===== config.mk =====
export PLATFORM = sky130hd
export DESIGN_NAME = pin_mux
export DESIGN_NICKNAME = d
export VERILOG_FILES = /design/src/rtl/pin_mux_pkg.sv /design/src/rtl/pin_mux.sv /design/src/rtl/sync2.sv
export VERILOG_INCLUDE_DIRS = /design/src /design/src/rtl
export SDC_FILE = /design/constraint.sdc
export NUM_CORES = 1
export LEC_CHECK = 0
export ABC_AREA = 1
export CAP_MARGIN = 10
export CORE_MARGIN = 10
export CORE_UTILIZATION = 25
export DETAILED_ROUTE_END_ITERATION = 10
export DONT_BUFFER_PORTS = 1
export GPL_ROUTABILITY_DRIVEN = 0
export PLACE_DENSITY = 0.43
export SYNTH_ARGS = -nofsm -noshare
export SYNTH_HDL_FRONTEND = slang
export SYNTH_SLANG_ARGS = --single-unit

===== constraint.sdc =====
create_clock -name CLK_SYS_IN -period 3.2 [get_ports CLK_SYS_IN]
set_input_delay 0.16 -clock CLK_SYS_IN [delete_from_list [all_inputs] [get_ports CLK_SYS_IN]]
set_output_delay 0.16 -clock CLK_SYS_IN [all_outputs]
set_load 0.01 [all_outputs]

===== src/rtl/pin_mux_cfg.svh =====
// constants for the parallel port pin multiplexer
`ifndef PIN_MUX_CFG_SVH
`define PIN_MUX_CFG_SVH
`define FLAG_MODE_BIT 20
`define SETUP_RST 32'h0000_0000
`define LO_BYTE_MSB 7
`define HI_BYTE_LSB 8
`define BUS_RST 16'h0000
`define LATCH_RST 1'b0
`define STRB_N_RST 1'b1
`endif


===== src/rtl/pin_mux_pkg.sv =====
// types for the parallel port pin multiplexer
package pin_mux_pkg;
  typedef enum logic [1:0] {
    MODE_PP8 = 2'h0,
    MODE_PP16 = 2'h1,
    MODE_FLAG = 2'h3,
    MODE_IDLE = 2'h2
  } pin_mode_t;
endpackage


===== src/rtl/pin_mux.sv =====
// parallel port address/data pin multiplexer with flag mode
// Notes on behaviour
// - setup bit 20 plus port disabled: flags
// - flag mode swaps bus bytes to flags
// - 8-bit latch phase: A15-8 low, A23-16 high
// - 8-bit data phase: D7-0 low, A7-0 high
// - 16-bit latch phase: A7-0 low, A15-8 high
// - 16-bit data phase: D15-0 on all pins
// - read, write, latch strobes always driven
`include "pin_mux_cfg.svh"
module pin_mux
  import pin_mux_pkg::*;
(
  input wire logic CLK_SYS_IN, // core clock 125 MHz
  input wire logic RST_N_IN, // async reset, active low
  input wire logic [31:0] SETUP_REG_IN, // system setup register value
  input wire logic PORT_EN_IN, // parallel port enabled
  input wire logic WIDE_MODE_IN, // 1 = 16-bit data, 0 = 8-bit
  input wire logic LATCH_IN, // address latch phase from port
  input wire logic RD_IN, // read strobe from port, active high
  input wire logic WR_IN, // write strobe from port, active high
  input wire logic [23:0] ADDR_IN, // port address
  input wire logic [15:0] WDATA_IN, // port write data
  input wire logic [15:0] FLAG_OUT_IN, // software flag output values
  input wire logic [15:0] FLAG_OE_IN, // software flag output enables
  input wire logic [15:0] BUS_PIN_IN, // muxed bus pins, pad input
  output logic [15:0] BUS_PIN_OUT, // muxed bus pins, pad output
  output logic [15:0] BUS_PIN_OE_OUT, // muxed bus pins, output enable
  output logic [15:0] RDATA_OUT, // port read data
  output logic [15:0] FLAG_IN_OUT, // software flag input values
  output logic LATCH_OUT, // latch strobe pin, active high
  output logic RD_N_OUT, // read strobe pin, active low
  output logic WR_N_OUT // write strobe pin, active low
);

  ////////////////////////////////////////////////////////////////////////
  // helpers
  function automatic logic [15:0] swap_bytes(input logic [15:0] v);
    return {v[`LO_BYTE_MSB:0], v[15:`HI_BYTE_LSB]};
  endfunction
  // port modes own the strobes; shared by all three strobe terms
  // so that a new port mode needs one edit only
  function automatic logic is_port_mode(input pin_mode_t m);
    return (m == MODE_PP8) || (m == MODE_PP16);
  endfunction

  pin_mode_t mode_r;
  logic [15:0] pin_sync;
  logic [15:0] out_nxt;
  logic [15:0] oe_nxt;

  ////////////////////////////////////////////////////////////////////////
  // pad inputs come from outside: synchronise before use
  sync2 #(.W(16)) u_sync (
    .clk_in(CLK_SYS_IN),
    .rst_n_in(RST_N_IN),
    .d_in(BUS_PIN_IN),
    .q_out(pin_sync)
  );

  // mode decode; flag mode only when the port is off
  // a mode change costs one cycle before the pins follow
  always_ff @(posedge CLK_SYS_IN or negedge RST_N_IN) begin
    if (!RST_N_IN) begin
      mode_r <= MODE_IDLE;
    end else if (SETUP_REG_IN[`FLAG_MODE_BIT] && !PORT_EN_IN) begin
      mode_r <= MODE_FLAG;
    end else if (PORT_EN_IN) begin
      mode_r <= WIDE_MODE_IN ? MODE_PP16 : MODE_PP8;
    end else begin
      mode_r <= MODE_IDLE;
    end
  end

  ////////////////////////////////////////////////////////////////////////
  // next pin value by mode and latch phase
  always_comb begin
    out_nxt = 16'h0000;
    oe_nxt = 16'h0000;
    case (mode_r)
      MODE_FLAG: begin
        out_nxt = swap_bytes(FLAG_OUT_IN);
        oe_nxt = swap_bytes(FLAG_OE_IN);
      end
      MODE_PP8: begin
        oe_nxt = 16'hFFFF;
        if (LATCH_IN) begin
          out_nxt = ADDR_IN[23:8];
        end else begin
          out_nxt = {ADDR_IN[7:0], WDATA_IN[7:0]};
          // low byte turns round for reads; high byte keeps address
          oe_nxt = WR_IN ? 16'hFFFF : 16'hFF00;
        end
      end
      MODE_PP16: begin
        oe_nxt = 16'hFFFF;
        if (LATCH_IN) begin
          out_nxt = ADDR_IN[15:0];
        end else begin
          out_nxt = WDATA_IN;
          oe_nxt = WR_IN ? 16'hFFFF : 16'h0000;
        end
      end
      default: begin
        out_nxt = 16'h0000;
        oe_nxt = 16'h0000;
      end
    endcase
  end

  // pins registered; the external latch holds the address
  // one cycle from request to pin keeps the pad timing clean
  always_ff @(posedge CLK_SYS_IN or negedge RST_N_IN) begin
    if (!RST_N_IN) begin
      BUS_PIN_OUT <= `BUS_RST;
      BUS_PIN_OE_OUT <= `BUS_RST;
    end else begin
      BUS_PIN_OUT <= out_nxt;
      BUS_PIN_OE_OUT <= oe_nxt;
    end
  end

  // strobes: plain outputs with no enable, never floated
  always_ff @(posedge CLK_SYS_IN or negedge RST_N_IN) begin
    if (!RST_N_IN) begin
      LATCH_OUT <= `LATCH_RST;
      RD_N_OUT <= `STRB_N_RST;
      WR_N_OUT <= `STRB_N_RST;
    end else begin
      LATCH_OUT <= is_port_mode(mode_r) && LATCH_IN;
      RD_N_OUT <= !(is_port_mode(mode_r) && RD_IN);
      WR_N_OUT <= !(is_port_mode(mode_r) && WR_IN);
    end
  end

  // inputs from pads, routed by mode
  // three cycles from pad to read data: two sync stages, one register
  always_ff @(posedge CLK_SYS_IN or negedge RST_N_IN) begin
    if (!RST_N_IN) begin
      RDATA_OUT <= `BUS_RST;
      FLAG_IN_OUT <= `BUS_RST;
    end else begin
      FLAG_IN_OUT <= (mode_r == MODE_FLAG) ? swap_bytes(pin_sync) : 16'h0000;
      RDATA_OUT <= (mode_r == MODE_PP8) ? {8'h00, pin_sync[7:0]} : pin_sync;
    end
  end

  ////////////////////////////////////////////////////////////////////////
  // checks
  AST_FLAG_ENTRY: assert property (@(posedge CLK_SYS_IN) disable iff (!RST_N_IN)
    (RST_N_IN && SETUP_REG_IN[`FLAG_MODE_BIT] && !PORT_EN_IN) |=> mode_r == MODE_FLAG)
    else $error("flag mode not entered");
  AST_FLAG_MAP: assert property (@(posedge CLK_SYS_IN) disable iff (!RST_N_IN)
    mode_r == MODE_FLAG |=> BUS_PIN_OUT == {$past(FLAG_OUT_IN[7:0]), $past(FLAG_OUT_IN[15:8])})
    else $error("flag mapping wrong");
  AST_PP8_ADDR: assert property (@(posedge CLK_SYS_IN) disable iff (!RST_N_IN)
    (mode_r == MODE_PP8 && LATCH_IN) |=> BUS_PIN_OUT == $past(ADDR_IN[23:8]) && LATCH_OUT)
    else $error("8-bit address phase wrong");
  AST_PP8_DATA: assert property (@(posedge CLK_SYS_IN) disable iff (!RST_N_IN)
    (mode_r == MODE_PP8 && !LATCH_IN) |=> BUS_PIN_OUT[15:8] == $past(ADDR_IN[7:0]) && BUS_PIN_OE_OUT[15])
    else $error("8-bit data phase wrong");
  AST_PP16_ADDR: assert property (@(posedge CLK_SYS_IN) disable iff (!RST_N_IN)
    (mode_r == MODE_PP16 && LATCH_IN) |=> BUS_PIN_OUT == $past(ADDR_IN[15:0]) && &BUS_PIN_OE_OUT)
    else $error("16-bit address phase wrong");
  AST_PP16_DATA: assert property (@(posedge CLK_SYS_IN) disable iff (!RST_N_IN)
    (mode_r == MODE_PP16 && !LATCH_IN && WR_IN) |=> BUS_PIN_OUT == $past(WDATA_IN) && !WR_N_OUT)
    else $error("16-bit data phase wrong");
  AST_STROBE_IDLE: assert property (@(posedge CLK_SYS_IN) disable iff (!RST_N_IN)
    (mode_r == MODE_FLAG) |=> RD_N_OUT && WR_N_OUT && !LATCH_OUT)
    else $error("strobe active outside port mode");
  AST_FLAG_IN: assert property (@(posedge CLK_SYS_IN) disable iff (!RST_N_IN)
    mode_r == MODE_FLAG |=> FLAG_IN_OUT[7:0] == $past(pin_sync[15:8]))
    else $error("flag input mapping wrong");

  ////////////////////////////////////////////////////////////////////////
  // mode selection: the port wins over the flag request
  AST_MODE_PORT: assert property (@(posedge CLK_SYS_IN) disable iff (!RST_N_IN)
    (RST_N_IN && PORT_EN_IN) |=> mode_r == ($past(WIDE_MODE_IN) ? MODE_PP16 : MODE_PP8))
    else $error("port mode not selected");
  AST_MODE_IDLE: assert property (@(posedge CLK_SYS_IN) disable iff (!RST_N_IN)
    (RST_N_IN && !PORT_EN_IN && !SETUP_REG_IN[`FLAG_MODE_BIT]) |=> mode_r == MODE_IDLE)
    else $error("idle mode not selected");
  // idle: nothing on the bus, strobes parked
  AST_IDLE_RELEASE: assert property (@(posedge CLK_SYS_IN) disable iff (!RST_N_IN)
    mode_r == MODE_IDLE |=> BUS_PIN_OE_OUT == 16'h0000)
    else $error("bus driven in idle mode");
  AST_IDLE_STROBES: assert property (@(posedge CLK_SYS_IN) disable iff (!RST_N_IN)
    mode_r == MODE_IDLE |=> RD_N_OUT && WR_N_OUT && !LATCH_OUT)
    else $error("strobe active in idle mode");
  // flag mode: enables and inputs swap like the drive values
  AST_FLAG_OE_MAP: assert property (@(posedge CLK_SYS_IN) disable iff (!RST_N_IN)
    mode_r == MODE_FLAG |=> BUS_PIN_OE_OUT == {$past(FLAG_OE_IN[7:0]), $past(FLAG_OE_IN[15:8])})
    else $error("flag enable mapping wrong");
  AST_FLAG_IN_HI: assert property (@(posedge CLK_SYS_IN) disable iff (!RST_N_IN)
    mode_r == MODE_FLAG |=> FLAG_IN_OUT[15:8] == $past(pin_sync[7:0]))
    else $error("flag input high byte wrong");
  AST_FLAG_IN_ZERO: assert property (@(posedge CLK_SYS_IN) disable iff (!RST_N_IN)
    mode_r != MODE_FLAG |=> FLAG_IN_OUT == 16'h0000)
    else $error("flag inputs live outside flag mode");
  // data phase detail: write drive and read turn-round
  AST_PP8_WR_LOW: assert property (@(posedge CLK_SYS_IN) disable iff (!RST_N_IN)
    (mode_r == MODE_PP8 && !LATCH_IN && WR_IN) |=> BUS_PIN_OUT[7:0] == $past(WDATA_IN[7:0]) && &BUS_PIN_OE_OUT)
    else $error("8-bit write data wrong");
  AST_PP8_RD_TURN: assert property (@(posedge CLK_SYS_IN) disable iff (!RST_N_IN)
    (mode_r == MODE_PP8 && !LATCH_IN && !WR_IN) |=> BUS_PIN_OE_OUT == 16'hFF00)
    else $error("8-bit read turn-round wrong");
  AST_PP16_RD_TURN: assert property (@(posedge CLK_SYS_IN) disable iff (!RST_N_IN)
    (mode_r == MODE_PP16 && !LATCH_IN && !WR_IN) |=> BUS_PIN_OE_OUT == 16'h0000)
    else $error("16-bit read turn-round wrong");
  // port strobes follow their requests one cycle late
  AST_PORT_STROBES: assert property (@(posedge CLK_SYS_IN) disable iff (!RST_N_IN)
    (mode_r == MODE_PP8 || mode_r == MODE_PP16) |=>
      RD_N_OUT == !$past(RD_IN) && WR_N_OUT == !$past(WR_IN) && LATCH_OUT == $past(LATCH_IN))
    else $error("port strobe wrong");
  // read data path from the synchronised pins
  AST_PP8_RDATA: assert property (@(posedge CLK_SYS_IN) disable iff (!RST_N_IN)
    mode_r == MODE_PP8 |=> RDATA_OUT == {8'h00, $past(pin_sync[7:0])})
    else $error("8-bit read data wrong");
  AST_PP16_RDATA: assert property (@(posedge CLK_SYS_IN) disable iff (!RST_N_IN)
    mode_r == MODE_PP16 |=> RDATA_OUT == $past(pin_sync))
    else $error("16-bit read data wrong");

endmodule // pin_mux


===== src/rtl/sync2.sv =====
// two-stage synchroniser for pin inputs
module sync2 #(
  parameter int W = 16
) (
  input wire logic clk_in, // clock
  input wire logic rst_n_in, // async reset
  input wire logic [W-1:0] d_in, // async data
  output logic [W-1:0] q_out // synchronised data
);
  logic [W-1:0] s1_r;
  // first stage feeds only the second
  always_ff @(posedge clk_in or negedge rst_n_in) begin
    if (!rst_n_in) begin
      s1_r <= '0;
      q_out <= '0;
    end else begin
      s1_r <= d_in;
      q_out <= s1_r;
    end
  end
endmodule // sync2


# [After elaboration in Yosys (flattened, before gate mapping)]
# Cells that the tools add are included.
# Widths: inputs -> output; s select.
[op_classes] n_eq_ne=2 n_mux=13 reduce_logical=9
[op_table] operator="$mux 16" count=6
[op_table] operator="$pmux 16 s3" count=2
[op_table] operator="$mux 8" count=2
[op_table] operator="$logic_and 1x1->1" count=4
[op_table] operator="$mux 2" count=2
[op_table] operator="$logic_not 1->1" count=3
[op_table] operator="$eq 2x1->1 const B" count=1
[op_table] operator="$eq 2x2->1 const B" count=1
[op_table] operator="$logic_not 2->1" count=1
[op_table] operator="$logic_or 1x1->1" count=1
[op_table] operator="$mux 1" count=1
[word_totals] regBits=101 inputBits=127 out_inout_bits=67 wordCells=34

# [Depth between registers and ports, before layout]
[logic_depth] ltp_word=4 ltp_mapped=7

# [By module]
# A second synthesis with hierarchy kept.
[hier_totals] hier_cells=354 hier_area_um2=3599.7
[modules_own_cells] mod="pin_mux" instances=1 cells_per_inst=322 area_each_um2=2798.9 seq_area_each_um2=1730.4
[modules_own_cells] mod="sync2" instances=1 cells_per_inst=32 area_each_um2=800.8 seq_area_each_um2=800.8

# [Least setup slack after synthesis]
# Ideal clock, no wire load.
[synth_path] kind="flip-flop to flip-flop" from="reg mode_r[1]" to="reg BUS_PIN_OE_OUT[8]" t_arrival_ns=0.993 required_ns=3.072 setup_slack_ns=2.079 stages_incl_launch_ff=5 path_buffers=1 synth_period_minus_slack_ns=1.121 cell_sequence="dfstp_2 -> inv_2 -> o21ai_2 -> buf_6 -> nand3_1"
[synth_between] elab_chain_len=2 elab_cells_between_ends=4
[synth_rtl] item="from (decl)" line="pin_mux.sv:47" source="pin_mode_t mode_r;"
[synth_rtl] item="from (signal assigned)" line="pin_mux.sv:69" source="mode_r <= WIDE_MODE_IN ? MODE_PP16 : MODE_PP8;"
[synth_rtl] item="$eq 2x1->1, or another cell as far along" line="pin_mux.sv:80" source="case (mode_r)"
[synth_rtl] item="$pmux 16 s3 *" line="pin_mux.sv:80"
[synth_rtl] item="named net oe_nxt[8]" line="pin_mux.sv:50" source="logic [15:0] oe_nxt;"
[synth_rtl] item="to (signal assigned)" line="pin_mux.sv:116" source="BUS_PIN_OE_OUT <= `BUS_RST;"
[synth_rtl] item="to (signal assigned)" line="pin_mux.sv:119" source="BUS_PIN_OE_OUT <= oe_nxt;"
[synth_rtl] item="to (decl)" line="pin_mux.sv:28" source="output logic [15:0] BUS_PIN_OE_OUT,"
# The timed path passes the listed nets; every way through them passes the cells marked *.

# [Worst setup path after layout]
[layout_path] from="reg mode_r[0]" to="reg BUS_PIN_OUT[14]"
[layout_between] elab_chain_len=2 elab_cells_between_ends=4
[layout_rtl] item="$eq 2x1->1, or another cell as far along" line="pin_mux.sv:80"
[layout_rtl] item="$pmux 16 s3 *" line="pin_mux.sv:80"
[layout_rtl] item="named net out_nxt[14]" line="pin_mux.sv:49" source="logic [15:0] out_nxt;"
[layout_rtl] item="to (signal assigned)" line="pin_mux.sv:115" source="BUS_PIN_OUT <= `BUS_RST;"
[layout_rtl] item="to (signal assigned)" line="pin_mux.sv:118" source="BUS_PIN_OUT <= out_nxt;"
[layout_rtl] item="to (decl)" line="pin_mux.sv:27" source="output logic [15:0] BUS_PIN_OUT,"
# Marks and branches as above.

==> PnR_summary.wiki <==
{| class="wikitable"
! Metric !! Value
|-
| Post-synthesis cell area || 0.00360 mm2
|-
| Sw Ratio || 24.8%
|-
| Number of register bits inferred by synthesis || between 100 and 150
|-
| Initial Utilization || approximately a quarter
|-
| Synthesis-to-layout area growth || 27.8%
|-
| Tmin final || 1.63 ns
|-
| Cell-by-cell listing of the critical path || nor2_2, buf_4, buf_4, nand3_1, nand3_1
|-
| DP HPWL || 7270 um
|-
| Count of synthesis-stage warnings from yosys || 0
|-
| List of most frequent post-synthesis cells || nand2_1, dfrtp_1, inv_1, nand3_1, nor2_1
|-
| Number of global-route vias before repair || around 2,700
|-
| Number of library cell types mapped by synthesis || 15
|-
| Wire length per cell after detailed routing || 17.0 um
|-
| Fraction of the yosys area taken by sequential cells || approximately 70%
|-
| Kind of end point of the critical path || flop
|-
| Per-cell via count in the routed design || 4.22
|-
| Arr. time, crit path || 1.90 ns
|-
| Unrepaired setup endpoints after global routing || no
|-
| Maximum root-to-sink buffer count || 2
|-
| Static Leakage || between 0.002 and 0.0025 uW
|-
| Post-synthesis cell type with the largest combined area || dfrtp_1
|-
| Initial antenna violation count || 0
|-
| Count of non-filler cells in the finished layout || between 500 and 600
|-
| Final non-filler cell area || 0.00460 mm2
|-
| Number of enable flip-flop cells after synthesis || 0
|-
| Count of boundary I/O pins || approximately 190
|-
| Clock sink count || 101
|-
| Overall track demand over capacity in global routing || 10.2%
|-
| Placement Cell Area || between 0.003 and 0.004 mm2
|-
| Accumulated negative setup slack || 0 ns
|-
| First-pass DRT Iterations || 4
|-
| Synthesized instance count || 354
|-
| DRC violation total after the first TritonRoute iteration || ~130
|-
| Count of nets after finishing || approximately 540
|-
| Detailed Route WL || slightly above 10,000 um
|-
| PD cells || between 500 and 600 mW/mm2
|-
| Max stage delay cell, worst path || nor2_2
|-
| Combinational fraction of design power || 7.8%
|-
| Clock tree skew after final layout || approximately 0.011 ns
|-
| Hold violation count in the final report || 0
|-
| Area of the die || roughly 0.02 mm2
|-
| Type of the most critical hold path || in2reg
|-
| Switching power || around 680 uW
|-
| # Max-Cap Violations || 0
|-
| Area share of the largest cell type after synthesis || between 60% and 70%
|-
| Number of buffer cells added on primary ports || 0
|-
| Net count of the mapped netlist || between 400 and 500
|-
| Share of power burned in registers || approximately 53%
|-
| Number of vias after detailed routing || between 2,000 and 3,000
|-
| Slew @ Worst Pin || around 0.66 ns
|-
| Critical Path Fanout Max || 10
|-
| Final Slew Violations || 0
|-
| Nature of the critical path startpoint || flop
|-
| Outcome || finished clean
|-
| Top flip-flop cell by instance count after synthesis || dfrtp_1
|-
| Clock buffers created by TritonCTS || 9
|-
| Tightest slew margin relative to the limit || about 56%
|-
| Data required time at the worst endpoint || 3.47 ns
|-
| Worst voltage drop across the vdd grid || 0.329 mV
|-
| Antenna diode instance count || 0
|-
| Insertion delay of the later-clocked pin in the worst-skew pair || between 0.3 and 0.4 ns
|-
| Period utilisation layout || 51.1%
|-
| Vertical die dimension || roughly 140 um
|-
| Core Footprint || roughly 0.014 mm2
|-
| Synthesized area per cell || 10.2 um2
|-
| Cell at the root of the clock tree || clkbuf_16
|-
| Ys async rst share || 100%
|-
| H-tree level count || 3
|-
| Antenna viol nets, final || 0
|-
| DIE WIDTH || approximately 140 um
|-
| Wire length of the first global-routing pass || between 15,000 and 20,000 um
|-
| Setup fix buffers added after clock tree synthesis || 0
|-
| Overflow left after global routing || 0
|-
| CTS tree || yes
|-
| Final setup vio count || 0
|-
| Kind of critical path || reg2reg
|-
| Fmax || between 0.6 and 0.7 GHz
|-
| Fraction of power consumed by the clock network || roughly 40%
|-
| Internal Power || ~2100 uW
|-
| Top cells by area in the synthesized netlist || dfrtp_1, nand2_1, nand3_1, inv_1, nor2_1
|-
| Instance count after placement with tap cells included || 523
|-
| Cell Rows || 43
|-
| Drc violations || 0
|-
| Clock transition time at the flip-flop clock pins of the worst setup and hold paths || 0.08 ns
|-
| Filler instances || roughly 1,500
|-
| Most used standard cell by instance count after synthesis || nand2_1
|-
| Fraction of layout cells with a size suffix above 1 || under 10%
|-
| CP max stage delay || around 0.45 ns
|-
| Largest net degree at the start of global routing || just over 100
|}
[stage by stage]
step,utilization (%),hold WS [ns],setup slack [ns],power (uW)
final,32.9,0.0327,1.57,2740
after global routing,32.9,0.0310,1.42,2890
after CTS,32.9,0.0122,1.49,2800
after detailed placement,26.7,-0.132,1.52,1600
after global placement,26.7,-0.132,1.54,1600
after floorplan,-,-0.136,2.08,1560
[layer usage]
layer  vias up  track usage [%]  routed length (um)
li1       1163                -                   -
met1      1194             11.4                4120
met2       136             15.7                4630
met3        13             6.12                1220
met4         0             3.37                 155
met5         -                0                   0
[kinds of logic (layout without fill, tap and decap cells)]
logic type,after synthesis,after routing,synth area share (%)
simple gates,201,201,22.6
flops,101,101,70.3
compound gates,1,1,0.243
buf+inv,51,111,6.88
[layout by cell type, fill, tap and decap left out, drive strengths merged, types with 2 or more instances in the layout]
| cell | netlist | layout |
|---|---|---|
| buf | 13 | 3 |
| clkbuf | 0 | 9 |
| clkinv | 1 | 3 |
| clkinvlp | 0 | 2 |
| dfrtp | 98 | 98 |
| dfstp | 3 | 3 |
| dlygate4sd3 | 0 | 54 |
| inv | 37 | 39 |
| nand2 | 142 | 142 |
| nand3 | 32 | 32 |
| nor2 | 27 | 27 |
[cell type report]
type | count | area (um2) | area share (%)
flip-flops and latches | 101 | 2530 | 55.0
multi-input cells | 202 | 821 | 17.8
repair buffers | 57 | 583 | 12.7
clock buffers | 9 | 225 | 4.89
well taps | 180 | 225 | 4.89
inverters | 38 | 144 | 3.13
clock inverters | 7 | 72.6 | 1.58
[path summary, 6_finish.rpt]
kind,from,to,slack [ns],cells after the start
worst min register to register,u_sync.s1_r[9],u_sync.q_out[9],0.34,0
min in group asynchronous,RST_N_IN,u_sync.s1_r[11],0.41,2
max in group asynchronous,RST_N_IN,RD_N_OUT,2.36,2
worst max-delay path,mode_r[0],BUS_PIN_OUT[14],1.57,5
worst max register to register,mode_r[0],BUS_PIN_OUT[14],1.57,5
worst min-delay path,WDATA_IN[8],BUS_PIN_OUT[8],0.03,4
[sequential cells by signal (all words and copies together), names as in the netlist]
signal / cells
RD_N_OUT: 1
BUS_PIN_OUT: 16
u_sync.s1_r: 16
LATCH_OUT: 1
RDATA_OUT: 16
u_sync.q_out: 16
WR_N_OUT: 1
FLAG_IN_OUT: 16
BUS_PIN_OE_OUT: 16
mode_r: 2
[worst max-delay path: cells and delay by family (launching register included)]
| family | cells | cell delay [ns] |
|---|---|---|
| AND/OR/NAND/NOR | 3 | 0.64 |
| buffers and inverters | 2 | 0.48 |
| flip-flops | 1 | 0.43 |
[power by group through the flow]
stage	logic, uW	clock network [uW]	registers [uW]
5_1_grt	245	1190	1450
4_1_cts	218	1140	1450
3_5_place_dp	133	0	1470
3_3_place_gp	127	0	1470
6_report	213	1090	1440
2_1_floorplan	114	0	1440
[timing repair]
| action | 4_1_cts | 5_1_grt |
|---|---|---|
| hold endpoints to repair | 153 | 0 |
| hold buffers | 55 | 0 |
| resized for setup | 0 | 0 |
No activity file was read; power rests on OpenSTA's default activity.
